**config.mk**
```make
export PLATFORM = sky130hd
export DESIGN_NAME = compare_carry_exec
export DESIGN_NICKNAME = d
export VERILOG_FILES = /design/src/compare_carry_pkg.sv /design/src/compare_carry_exec.sv
export SDC_FILE = /design/constraint.sdc
export NUM_CORES = 1
export LEC_CHECK = 0
export CORE_UTILIZATION = 50
export CTS_CLUSTER_DIAMETER = 120
export DETAILED_ROUTE_END_ITERATION = 10
export DONT_BUFFER_PORTS = 1
export PLACE_DENSITY = 0.68
export SLEW_MARGIN = 20
export SYNTH_ARGS = -nofsm -noshare
export SYNTH_HDL_FRONTEND = slang
export SYNTH_SLANG_ARGS = --single-unit
```
**constraint.sdc**
```tcl
create_clock -name i_clk -period 3.9 [get_ports i_clk]
set_input_delay 0.195 -clock i_clk [delete_from_list [all_inputs] [get_ports i_clk]]
set_output_delay 0.195 -clock i_clk [all_outputs]
set_load 0.03 [all_outputs]
```
**src/compare_carry_pkg.sv**
```systemverilog
package compare_carry_pkg;

  // ==========================================================================
  // Opcodes
  localparam logic [7:0] OPC_CARRY_COMPLEMENT  = 8'hf5;
  localparam logic [7:0] OPC_COMPARE_ACC_BYTE  = 8'h3c;
  localparam logic [7:0] OPC_COMPARE_ACC_WORD  = 8'h3d;
  localparam logic [7:0] OPC_GRP_IMM_BYTE      = 8'h80;
  localparam logic [7:0] OPC_GRP_IMM_WORD      = 8'h81;
  localparam logic [7:0] OPC_GRP_IMM_SEXT      = 8'h83;
  localparam logic [7:0] OPC_COMPARE_RM_R_BYTE = 8'h38;
  localparam logic [7:0] OPC_COMPARE_RM_R_WORD = 8'h39;
  localparam logic [7:0] OPC_COMPARE_R_RM_BYTE = 8'h3a;
  localparam logic [7:0] OPC_COMPARE_R_RM_WORD = 8'h3b;
  localparam logic [7:0] OPC_COMPARE_STR_BYTE  = 8'ha6;
  localparam logic [7:0] OPC_COMPARE_STR_WORD  = 8'ha7;

  // ==========================================================================
  // Field layouts
  localparam int unsigned MODRM_REG_MSB     = 5;
  localparam int unsigned MODRM_REG_LSB     = 3;
  localparam logic [2:0]  REG_FIELD_COMPARE = 3'h7;
  localparam int unsigned OPC_WORD_BIT      = 0;
  localparam int unsigned OPC_DIR_BIT       = 1;

  localparam int unsigned FLAG_CARRY     = 0;
  localparam int unsigned FLAG_PF        = 2;
  localparam int unsigned FLAG_AF        = 4;
  localparam int unsigned FLAG_ZF        = 6;
  localparam int unsigned FLAG_SF        = 7;
  localparam int unsigned FLAG_DIRECTION = 10;
  localparam int unsigned FLAG_OF        = 11;

  localparam logic [15:0] SEXT_NEG_FILL  = 16'hff00;
  localparam logic [15:0] BYTE_MASK      = 16'h00ff;
  localparam logic [15:0] STEP_BYTE      = 16'h0001;
  localparam logic [15:0] STEP_WORD      = 16'h0002;

  // ==========================================================================
  // Clock counts per instruction
  localparam logic [4:0] LAT_CARRY_COMPLEMENT  = 5'h02;
  localparam logic [4:0] LAT_COMPARE_ACC_BYTE  = 5'h03;
  localparam logic [4:0] LAT_COMPARE_ACC_WORD  = 5'h04;
  localparam logic [4:0] LAT_COMPARE_REG       = 5'h03;
  localparam logic [4:0] LAT_COMPARE_MEM       = 5'h0a;
  localparam logic [4:0] LAT_COMPARE_MEM_WORD8 = 5'h0e;
  localparam logic [4:0] LAT_STR               = 5'h16;
  localparam logic [4:0] LAT_STR_WORD8         = 5'h1a;
  localparam logic [4:0] CNT_ONE               = 5'h01;

  // ==========================================================================
  // Types
  typedef enum logic [1:0] {
    SEG_EXTRA, SEG_CODE, SEG_STACK, SEG_DATA
  } seg_sel_t;

  typedef struct packed {
    logic [7:0]  opcode;
    logic [7:0]  modrm;
    logic [15:0] imm;
    logic [15:0] ea;
    seg_sel_t    ea_seg;
    logic        rm_is_mem;
    logic        override_valid;
    seg_sel_t    override_seg;
  } exec_req_t;

  typedef struct packed {
    logic [15:0] addr;
    seg_sel_t    seg;
    logic        word;
  } mem_req_t;

endpackage

```
**src/compare_carry_exec.sv**
```systemverilog
`timescale 1ns/1ps
module compare_carry_exec (
  input  wire logic                       i_clk,
  input  wire logic                       i_rst,
  input  wire logic                       i_bus8,
  input  wire logic                       i_start,
  input  wire compare_carry_pkg::exec_req_t i_req,
  input  wire logic [15:0]                i_acc,
  input  wire logic [15:0]                i_reg_val,
  input  wire logic [15:0]                i_rm_val,
  input  wire logic [15:0]                i_src_index,
  input  wire logic [15:0]                i_dst_index,
  input  wire logic [15:0]                i_flags,
  output logic                            o_ready,
  output logic                            o_mem_valid,
  output compare_carry_pkg::mem_req_t     o_mem_req,
  input  wire logic                       i_mem_ack,
  input  wire logic [15:0]                i_mem_data,
  output logic                            o_done,
  output logic                            o_illegal,
  output logic                            o_flags_we,
  output logic [15:0]                     o_flags,
  output logic                            o_index_we,
  output logic [15:0]                     o_src_index,
  output logic [15:0]                     o_dst_index
);

  // ==========================================================================
  // State
  typedef enum logic [1:0] {ST_IDLE, ST_FETCH_A, ST_FETCH_B, ST_COUNT} state_t;

  state_t      state_q;
  logic [4:0]  cnt_q;
  logic [4:0]  lat_q;
  logic        word_q;
  logic        swap_q;
  logic        flip_q;
  logic        str_q;
  logic [15:0] x_q;
  logic [15:0] y_q;
  logic [15:0] flags_in_q;
  logic [15:0] src_q;
  logic [15:0] dst_q;

  // ==========================================================================
  // Decode
  logic        dec_ok;
  logic        dec_word;
  logic        dec_swap;
  logic        dec_flip;
  logic        dec_str;
  logic        dec_mem;
  logic [4:0]  dec_lat;
  logic [15:0] dec_x;
  logic [15:0] dec_y;
  logic [15:0] imm_sext;
  logic        reg_is_compare;
  logic        accept;

  assign reg_is_compare = i_req.modrm[compare_carry_pkg::MODRM_REG_MSB:
                                      compare_carry_pkg::MODRM_REG_LSB]
                          == compare_carry_pkg::REG_FIELD_COMPARE;
  assign imm_sext = i_req.imm[7] ? (compare_carry_pkg::SEXT_NEG_FILL | i_req.imm)
                                 : (compare_carry_pkg::BYTE_MASK & i_req.imm);
  assign accept   = i_start && (state_q == ST_IDLE);

  function automatic logic [4:0] rm_lat(input logic mem, input logic word, input logic bus8);
    if (!mem) begin
      rm_lat = compare_carry_pkg::LAT_COMPARE_REG;
    end else if (word && bus8) begin
      rm_lat = compare_carry_pkg::LAT_COMPARE_MEM_WORD8;
    end else begin
      rm_lat = compare_carry_pkg::LAT_COMPARE_MEM;
    end
  endfunction

  always_comb begin
    dec_ok   = 1'b1;
    dec_word = i_req.opcode[compare_carry_pkg::OPC_WORD_BIT];
    dec_swap = 1'b0;
    dec_flip = 1'b0;
    dec_str  = 1'b0;
    dec_mem  = 1'b0;
    dec_lat  = compare_carry_pkg::LAT_COMPARE_REG;
    dec_x    = i_rm_val;
    dec_y    = i_reg_val;
    unique case (i_req.opcode)
      compare_carry_pkg::OPC_CARRY_COMPLEMENT: begin
        dec_flip = 1'b1;
        dec_lat = compare_carry_pkg::LAT_CARRY_COMPLEMENT;
      end
      compare_carry_pkg::OPC_COMPARE_ACC_BYTE: begin
        dec_word = 1'b0;
        dec_x    = i_acc;
        dec_y    = i_req.imm;
        dec_lat  = compare_carry_pkg::LAT_COMPARE_ACC_BYTE;
      end
      compare_carry_pkg::OPC_COMPARE_ACC_WORD: begin
        dec_word = 1'b1;
        dec_x    = i_acc;
        dec_y    = i_req.imm;
        dec_lat  = compare_carry_pkg::LAT_COMPARE_ACC_WORD;
      end
      compare_carry_pkg::OPC_GRP_IMM_BYTE,
      compare_carry_pkg::OPC_GRP_IMM_WORD,
      compare_carry_pkg::OPC_GRP_IMM_SEXT: begin
        dec_ok   = reg_is_compare;
        dec_mem  = i_req.rm_is_mem;
        dec_y    = (i_req.opcode == compare_carry_pkg::OPC_GRP_IMM_SEXT) ? imm_sext
                                                                         : i_req.imm;
        dec_word = i_req.opcode != compare_carry_pkg::OPC_GRP_IMM_BYTE;
        dec_lat  = rm_lat(i_req.rm_is_mem, dec_word, i_bus8);
      end
      compare_carry_pkg::OPC_COMPARE_RM_R_BYTE,
      compare_carry_pkg::OPC_COMPARE_RM_R_WORD,
      compare_carry_pkg::OPC_COMPARE_R_RM_BYTE,
      compare_carry_pkg::OPC_COMPARE_R_RM_WORD: begin
        dec_swap = i_req.opcode[compare_carry_pkg::OPC_DIR_BIT];
        dec_mem  = i_req.rm_is_mem;
        dec_lat  = rm_lat(i_req.rm_is_mem, dec_word, i_bus8);
      end
      compare_carry_pkg::OPC_COMPARE_STR_BYTE,
      compare_carry_pkg::OPC_COMPARE_STR_WORD: begin
        dec_str = 1'b1;
        dec_mem = 1'b1;
        dec_lat = (dec_word && i_bus8) ? compare_carry_pkg::LAT_STR_WORD8
                                       : compare_carry_pkg::LAT_STR;
      end
      default: begin
        dec_ok = 1'b0;
      end
    endcase
  end

  // ==========================================================================
  // Sequencing
  logic finish;
  assign finish  = (state_q == ST_COUNT) && (cnt_q >= lat_q);
  assign o_ready = state_q == ST_IDLE;

  always_ff @(posedge i_clk) begin
    if (i_rst) begin
      state_q <= ST_IDLE;
      cnt_q   <= 5'h00;
    end else begin
      if (state_q != ST_IDLE && cnt_q < lat_q) begin
        cnt_q <= cnt_q + compare_carry_pkg::CNT_ONE;
      end
      unique case (state_q)
        ST_IDLE: begin
          if (accept && dec_ok) begin
            cnt_q   <= compare_carry_pkg::CNT_ONE;
            state_q <= dec_mem ? ST_FETCH_A : ST_COUNT;
          end
        end
        ST_FETCH_A: begin
          if (i_mem_ack) begin
            state_q <= str_q ? ST_FETCH_B : ST_COUNT;
          end
        end
        ST_FETCH_B: begin
          if (i_mem_ack) begin
            state_q <= ST_COUNT;
          end
        end
        ST_COUNT: begin
          if (finish) begin
            state_q <= ST_IDLE;
          end
        end
      endcase
    end
  end

  // ==========================================================================
  // Operand capture
  always_ff @(posedge i_clk) begin
    if (i_rst) begin
      lat_q      <= 5'h00;
      word_q     <= 1'b0;
      swap_q     <= 1'b0;
      flip_q     <= 1'b0;
      str_q      <= 1'b0;
      x_q        <= 16'h0000;
      y_q        <= 16'h0000;
      flags_in_q <= 16'h0000;
      src_q      <= 16'h0000;
      dst_q      <= 16'h0000;
    end else if (accept && dec_ok) begin
      lat_q      <= dec_lat;
      word_q     <= dec_word;
      swap_q     <= dec_swap;
      flip_q     <= dec_flip;
      str_q      <= dec_str;
      x_q        <= dec_x;
      y_q        <= dec_y;
      flags_in_q <= i_flags;
      src_q      <= i_src_index;
      dst_q      <= i_dst_index;
    end else if (state_q == ST_FETCH_A && i_mem_ack) begin
      x_q <= i_mem_data;
    end else if (state_q == ST_FETCH_B && i_mem_ack) begin
      y_q <= i_mem_data;
    end
  end

  // ==========================================================================
  // Memory requests
  assign o_mem_valid = (state_q == ST_FETCH_A) || (state_q == ST_FETCH_B);

  always_ff @(posedge i_clk) begin
    if (i_rst) begin
      o_mem_req <= '0;
    end else if (accept && dec_ok) begin
      o_mem_req.word <= dec_word;
      o_mem_req.addr <= dec_str ? i_src_index : i_req.ea;
      o_mem_req.seg  <= dec_str ? (i_req.override_valid ? i_req.override_seg
                                                        : compare_carry_pkg::SEG_DATA)
                                : i_req.ea_seg;
    end else if (state_q == ST_FETCH_A && i_mem_ack && str_q) begin
      o_mem_req.addr <= dst_q;
      o_mem_req.seg  <= compare_carry_pkg::SEG_EXTRA;
    end
  end

  // ==========================================================================
  // Subtraction and flags
  logic [15:0] op_a;
  logic [15:0] op_b;
  logic [16:0] diff;
  logic [15:0] res;
  logic        res_msb;
  logic        a_msb;
  logic        b_msb;
  logic        borrow;
  logic [15:0] flags_new;

  always_comb begin
    op_a    = swap_q ? y_q : x_q;
    op_b    = swap_q ? x_q : y_q;
    if (!word_q) begin
      op_a = op_a & compare_carry_pkg::BYTE_MASK;
      op_b = op_b & compare_carry_pkg::BYTE_MASK;
    end
    diff    = {1'b0, op_a} - {1'b0, op_b};
    res     = word_q ? diff[15:0] : (diff[15:0] & compare_carry_pkg::BYTE_MASK);
    res_msb = word_q ? res[15] : res[7];
    a_msb   = word_q ? op_a[15] : op_a[7];
    b_msb   = word_q ? op_b[15] : op_b[7];
    borrow  = op_a < op_b;
    flags_new = flags_in_q;
    if (flip_q) begin
      flags_new[compare_carry_pkg::FLAG_CARRY] =
        ~flags_in_q[compare_carry_pkg::FLAG_CARRY];
    end else begin
      flags_new[compare_carry_pkg::FLAG_CARRY] = borrow;
      flags_new[compare_carry_pkg::FLAG_PF] = ~^res[7:0];
      flags_new[compare_carry_pkg::FLAG_AF] = op_a[4] ^ op_b[4] ^ res[4];
      flags_new[compare_carry_pkg::FLAG_ZF] = res == 16'h0000;
      flags_new[compare_carry_pkg::FLAG_SF] = res_msb;
      flags_new[compare_carry_pkg::FLAG_OF] = (a_msb ^ b_msb) & (a_msb ^ res_msb);
    end
  end

  // ==========================================================================
  // Index advance
  logic [15:0] step;
  logic        dir_down;
  assign step     = word_q ? compare_carry_pkg::STEP_WORD : compare_carry_pkg::STEP_BYTE;
  assign dir_down = flags_in_q[compare_carry_pkg::FLAG_DIRECTION];

  // ==========================================================================
  // Results
  always_ff @(posedge i_clk) begin
    if (i_rst) begin
      o_done      <= 1'b0;
      o_illegal   <= 1'b0;
      o_flags_we  <= 1'b0;
      o_flags     <= 16'h0000;
      o_index_we  <= 1'b0;
      o_src_index <= 16'h0000;
      o_dst_index <= 16'h0000;
    end else begin
      o_done     <= finish;
      o_illegal  <= accept && !dec_ok;
      o_flags_we <= finish;
      o_index_we <= finish && str_q;
      if (finish) begin
        o_flags <= flags_new;
      end
      if (finish && str_q) begin
        o_src_index <= dir_down ? (src_q - step) : (src_q + step);
        o_dst_index <= dir_down ? (dst_q - step) : (dst_q + step);
      end
    end
  end

endmodule // compare_carry_exec

```
==> flow_summary.json, run 1 <==
{
  "status": "complete, no violations",
  "drive_above_1_share": 0.0823,
  "hold_slack_ns": 0.0164,
  "coreArea_um2": 19000,
  "power.density_nw_per_um2": 432,
  "mappedNetlistNets": 1425,
  "worstHoldPathType": "in2reg",
  "fmax_mhz": 277,
  "finalClockSkew_ns": 0.00773,
  "io_pins": 244,
  "overflow": 0,
  "hpwlAfterDp_um": 19600,
  "tightest_slew_ns": 1.07,
  "drc": 0,
  "start_kind": "flop",
  "critPathSlowestCell": "dfxtp_1",
  "crit_arrival_ns": 3.96,
  "yosys.area.top_type": "dfxtp_1",
  "synthCells": 1191,
  "cts_root_buffer": "clkbuf_16",
  "grt_start_max_net_pins": 165,
  "syn_to_final_growth_pct": 14.1,
  "post_cts_buffers": 0,
  "die_y_um": 142,
  "max-vdd-ir-drop_uv": 275,
  "gp_congestion": 0.926,
  "async_reset_ff_frac": 0,
  "slew_violations": 0,
  "crit_type": "reg2reg",
  "fin_crit_sh": 0.926,
  "yosys_warnings": 0,
  "drt-initial-drc-count": 453,
  "clock_sinks": 165,
  "drt.antenna.violating_nets": 0,
  "ys_ff_latch": 165,
  "n_antenna_cell": 0,
  "routed-wl-met3_um": 1760,
  "antenna_found_initial": 1,
  "crit_path_max_fanout": 10,
  "routedWlPerCell_um": 18.7,
  "dieArea_um2": 20200,
  "slowest_delay_ns": 0.42,
  "num_vias": 8736,
  "first_pass_iters": 5,
  "clockBufferDepth": 2,
  "met1_length_um": 11700,
  "routed.top_layer": "met4",
  "synth_seq_area_share": 0.336,
  "grtUsageTotal": 0.279,
  "fillers": 1720,
  "fin_setup_tns_ns": 0,
  "rows": 50,
  "synth.cell_area_um2": 9830,
  "numPortBuffers": 0,
  "cp_data_required_time_ns": 4.25,
  "cts_tree": "yes",
  "clock_latency_ns": 0.43,
  "wl_met2_um": 13600,
  "die_width_um": 142,
  "cts_max_level": 4,
  "layout_min_cycle_time_ns": 3.61,
  "synth_top_area_frac": 0.336,
  "setup_viol": 0,
  "start_util": 0.518,
  "hold_viol": 0,
  "path_cells": "buf_4 -> mux2_2 -> ha_1 -> o21a_1 -> o31a_1 -> o41a_1 -> a21oi_1 -> xor2_1 -> ha_1 -> nand4_1 -> nor2_2 -> o211ai_1 -> nor3_1 -> and3_1 -> nand4_1 -> o22ai_1",
  "leakage_nw": 4.14,
  "nets": 1448,
  "max_slew_margin": 0.289,
  "numCtsBuffers": 17,
  "path_clk_slew_ns": 0.07,
  "cp-end-kind": "flop",
  "via_per_inst": 5.87,
  "syn_avg_cell_area_um2": 8.25,
  "synth_edf_count": 0,
  "maxCapViolCount": 0,
  "grt_pass1_vias": 8459,
  "synth_top_cells_by_area": "dfxtp_1 (34%), ha_1 (7.6%), nand2_1 (7.3%)",
  "rsz0062_at_grt": "no",
  "synth_ff_type": "dfxtp_1",
  "wl_um": 27800,
  "grt_pass1_wl_um": 44100,
  "synthDistinctLibCells": 67,
  "fin_util": 0.592
}
## stage by stage
step,cell area (um2),instances,setup WS (ns),total power [mW]
global route,11200,1487,0.00718,5.08
finish,11200,1487,0.290,4.84
floorplan,9830,1191,0.0944,2.87
detailed placement,9990,1393,0.281,3.13
CTS,11200,1487,0.249,4.87
global placement,9990,1393,0.363,3.11
## area by class of cell
class	count	area, um2	share of cell area
sequential	165	3300	0.295
inverter	29	109	0.00971
clock buffer	17	425	0.0379
timing repair buffer	80	790	0.0704
clock inverter	15	150	0.0134
tap	260	325	0.0290
multi-input combinational	921	6110	0.545
## layout by cell type (no fill, tap or decap), types with 7 or more instances in the layout
| cell type | instances |
|---|---|
| nand2_1 | 192 |
| dfxtp_1 | 165 |
| a21oi_1 | 142 |
| nor2_1 | 85 |
| a211oi_1 | 79 |
| mux2i_1 | 62 |
| dlygate4sd3_1 | 61 |
| ha_1 | 60 |
| xnor2_1 | 31 |
| inv_1 | 29 |
| mux2_2 | 23 |
| and3_1 | 23 |
| nor3_1 | 21 |
| nor2b_1 | 20 |
| o21ai_0 | 17 |
| a21o_1 | 17 |
| clkbuf_16 | 17 |
| buf_4 | 16 |
| xor2_1 | 10 |
| a211oi_2 | 10 |
| nand3_1 | 9 |
| a221oi_1 | 9 |
| o21a_1 | 8 |
| nand2b_1 | 7 |
| nand4_1 | 7 |
## cells in the mapped netlist (all sizes together) (6+ instances only)
library cell,n
inv,29
dfxtp,165
nor3,21
nand2,192
nand2b,7
mux2i,62
mux2,23
clkbuf,50
a31oi,8
nor2,88
nor2b,20
ha,60
nand3,10
nand4,7
and3,23
xnor2,31
a21oi,143
a221oi,9
o21ai,17
a211oi,89
nand3b,6
xor2,10
o22ai,6
buf,26
o21a,8
a21o,17
## cells by family (layout without fill, tap and decap cells)
group,count (synthesis),after routing,share of synthesized area
mux,85,85,0.0895
simple gates,398,398,0.183
buf+inv,105,141,0.0444
fa+ha+maj,63,63,0.0825
xor+xnor,42,42,0.0388
flops,165,165,0.336
compound gates,333,333,0.226
## state kept, by name, summed over array words and instances, names as in the netlist
name / count
swap_q: 1
x_q: 16
o_flags: 16
str_q: 1
y_q: 16
o_dst_index: 16
flags_in_q: 16
lat_q: 5
src_q: 16
cnt_q: 5
dst_q: 16
state_q: 2
o_flags_we: 1
flip_q: 1
o_src_index: 16
o_illegal: 1
o_index_we: 1
o_mem_req: 19
## what timing repair did
action / in CTS / in global routing
resized for setup: 0 / 2
endpoints found under the setup margin: 0 / 2
hold endpoints to repair: 164 / 0
hold buffers: 62 / 0
## routing by layer
| layer | global-route usage | up-vias |
|---|---|---|
| li1 | - | 4323 |
| met1 | 0.325 | 4111 |
| met3 | 0.0710 | 41 |
| met4 | 0.0996 | 0 |
| met2 | 0.490 | 261 |
| met5 | 0 | - |
## report_power, final
| group | internal (mW) | switching, mW |
|---|---|---|
| Sequential | 1.75 | 0.0851 |
| Combinational | 0.604 | 0.742 |
| Clock | 0.897 | 0.763 |
## final timing paths
path                       start     endpoint  slack (ns)  cells after the start
setup / recovery          swap_q   o_flags[6]        0.29                     16
hold / removal       i_rm_val[8]       x_q[8]        0.02                      2
hold reg to reg   flags_in_q[14]  o_flags[14]        0.45                      2
setup reg to reg          swap_q   o_flags[6]        0.29                     16
## critical path, delay by kind of cell (launching register included)
kind | cells | cell delay [ns]
AOI/OAI and AO/OA | 6 | 1.11
xor gates and xnor gates | 1 | 0.20
adders and majority gates | 2 | 0.52
and+or+nand+nor | 5 | 0.69
buffers and inverters | 1 | 0.23
DFF | 1 | 0.42
muxes | 1 | 0.36
Note: power is estimated with default switching activity, not from simulation.
==> run 2, diff against run 1 <==
--- a/config.mk
+++ b/config.mk
@@ -5,11 +5,13 @@
 export SDC_FILE = /design/constraint.sdc
 export NUM_CORES = 1
 export LEC_CHECK = 0
+export CAP_MARGIN = 20
 export CORE_UTILIZATION = 50
 export CTS_CLUSTER_DIAMETER = 120
 export DETAILED_ROUTE_END_ITERATION = 10
 export DONT_BUFFER_PORTS = 1
 export PLACE_DENSITY = 0.68
+export REMOVE_ABC_BUFFERS = 1
 export SLEW_MARGIN = 20
 export SYNTH_ARGS = -nofsm -noshare
 export SYNTH_HDL_FRONTEND = slang
==> run 2 against run 1 <==
Compared with the run above: worst setup slack better by 0.055 ns; wire length down 7.8%; cell area about the same; power down 0.77%; final cell count down 0.13%; die area unchanged; sequential power about the same; clock-buffer cell count up 2; critical path type unchanged; highest routed layer unchanged.
==> flow_summary.json, run 2 (same netlist as run 1, synthesis figures left out) <==
{
  "hold_path_startpoint": "i_start",
  "worst-path-buf-inv": 1,
  "slew_violations": 0,
  "cts_max_level": 4,
  "slowest_delay_ns": 0.44,
  "critPathSlowestCell": "dfxtp_2",
  "drc": 0,
  "antenna_found_initial": 1,
  "io_pins": 244,
  "hold_viol": 0,
  "post_cts_buffers": 0,
  "dp.cells": 1393,
  "power_mw": 4.81,
  "fin_crit_sh": 0.912,
  "rows": 50,
  "max_slew_margin": 0.361,
  "overflow": 0,
  "coreArea_um2": 19000,
  "cts_tree": "yes",
  "drt-initial-drc-count": 408,
  "r2r-start": "swap_q",
  "path_delay_family": "compound AO/OA/AOI/OAI gates",
  "hpwlAfterDp_um": 17400,
  "cp_data_required_time_ns": 4.25,
  "hold_slack_ns": 0.00443,
  "grt_pass1_vias": 8101,
  "tightest_slew_ns": 0.956,
  "layout_min_cycle_time_ns": 3.56,
  "ff2ff_path_depth": 16,
  "maxCapViolCount": 0,
  "cp-end-kind": "flop",
  "crit_arrival_ns": 3.91,
  "via_per_inst": 5.72,
  "use_met2": 0.429,
  "start_kind": "flop",
  "postPlaceCellArea_um2": 10000,
  "design_area_um2": 11200,
  "drive_above_1_share": 0.0842,
  "clockBufferDepth": 2,
  "hold_end": "swap_q",
  "max-vdd-ir-drop_uv": 320,
  "numCtsBuffers": 17,
  "fmax_mhz": 281,
  "nets": 1445,
  "layout_common_cells": "nand2_1 (192), dfxtp_1 (164), a21oi_1 (141)",
  "final_common_cell": "nand2_1",
  "hold_path_depth": 2,
  "power.density_nw_per_um2": 428,
  "cts_root_buffer": "clkbuf_16",
  "top_usage_layer": "met2",
  "clock_sinks": 165,
  "use_met3": 0.0491,
  "numPortBuffers": 0,
  "crit_path_max_fanout": 8,
  "syn_to_final_growth_pct": 14.2,
  "start_util": 0.518,
  "rsz0062_at_grt": "no",
  "use_met1": 0.328,
  "wl_um": 25700,
  "clock_latency_ns": 0.43,
  "num_vias": 8492,
  "dieArea_um2": 20200,
  "path_cells": "buf_4 -> mux2i_1 -> ha_1 -> nor2b_1 -> o31a_1 -> o41a_1 -> a21oi_2 -> xor2_2 -> ha_1 -> nand4_1 -> nor2_1 -> o211ai_1 -> nor3_1 -> and3_1 -> nand4_1 -> o22ai_1",
  "grtUsageTotal": 0.254,
  "path_clk_slew_ns": 0.07,
  "crit_type": "reg2reg",
  "gp_congestion": 0.875,
  "worstHoldPathType": "in2reg",
  "status": "complete, no violations",
  "first_pass_iters": 5,
  "die_y_um": 142,
  "grt_start_max_net_pins": 164,
  "drt.antenna.violating_nets": 0,
  "regMostFlops": "o_mem_req",
  "r2r_slack_ns": 0.34,
  "timing.rr.end": "o_flags[6]",
  "setup_viol": 0,
  "largest_register_ff_count": 19,
  "layoutNonFillerInstCount": 1485,
  "finalClockSkew_ns": 0.0136,
  "grt_pass1_wl_um": 40900,
  "die_width_um": 142,
  "leakage_nw": 4.13,
  "routedWlPerCell_um": 17.3
}
run 2: cell count changes in the layout (fill, tap and decap cells not counted), sizes merged:
cell	delta
clkbuf	+2
clkinv	-3
clkinvlp	+2
diode	+1
dlygate4sd3	-3
inv	-1
run 2: final cells by class:
cell class | instances | area [um2]
antenna | 1 | 2.50
clock buffer | 19 | 453
clock inverter | 13 | 123
fill | 1726 | 7730
inverter | 29 | 109
multi-input combinational | 921 | 6140
sequential | 165 | 3300
tap | 260 | 325
timing repair buffer | 77 | 768
run 2: worst reg2reg max path: cells and delay by family, from the launching register on:
family / cells / cell delay (ns)
flops: 1 / 0.44
fa+ha+maj: 2 / 0.44
xor+xnor: 1 / 0.22
simple gates: 6 / 0.79
mux: 1 / 0.24
buf+inv: 1 / 0.20
compound gates: 5 / 1.15
run 2: layer usage:
layer  vias to the layer above  wire length (um)
met1                      3889             11700
met3                        23              1490
li1                       4324                 -
met4                         0               334
met2                       256             12100
met5                         -                 0
run 2: metrics by stage:
step / util / worst slack [ns] / TNS, ns
3_3_place_gp: 0.529 / 0.293 / 0
6_report: 0.592 / 0.344 / 0
2_1_floorplan: - / -2.92 / -236.38
3_5_place_dp: 0.529 / 0.158 / 0
5_1_grt: 0.592 / 0.0218 / 0
4_1_cts: 0.591 / 0.133 / 0
run 2: worst max-delay path by stage:
| stage | start | to | cells past startpoint |
|---|---|---|---|
| finish | swap_q | o_flags[6] | 16 |
| CTS | swap_q | o_flags[6] | 16 |
| global placement | swap_q | o_flags[6] | 16 |
| floorplan | i_req[52] | o_mem_req[16] | 8 |
| detailed placement | swap_q | o_flags[6] | 16 |
| global route | swap_q | o_flags[6] | 16 |
run 2: timing repair:
action / 4_1_cts / 5_1_grt
endpoints found under the hold margin: 163 / 0
gates resized for setup: 0 / 3
setup endpoints to repair: 0 / 2
hold buffers: 59 / 0
run 2: report_power, final:
part           internal, mW  leakage (nW)  total, mW  switching [mW]
Sequential             1.75          1.33       1.84          0.0823
Combinational         0.599          2.52       1.32           0.717
Clock                 0.921         0.278       1.65           0.733
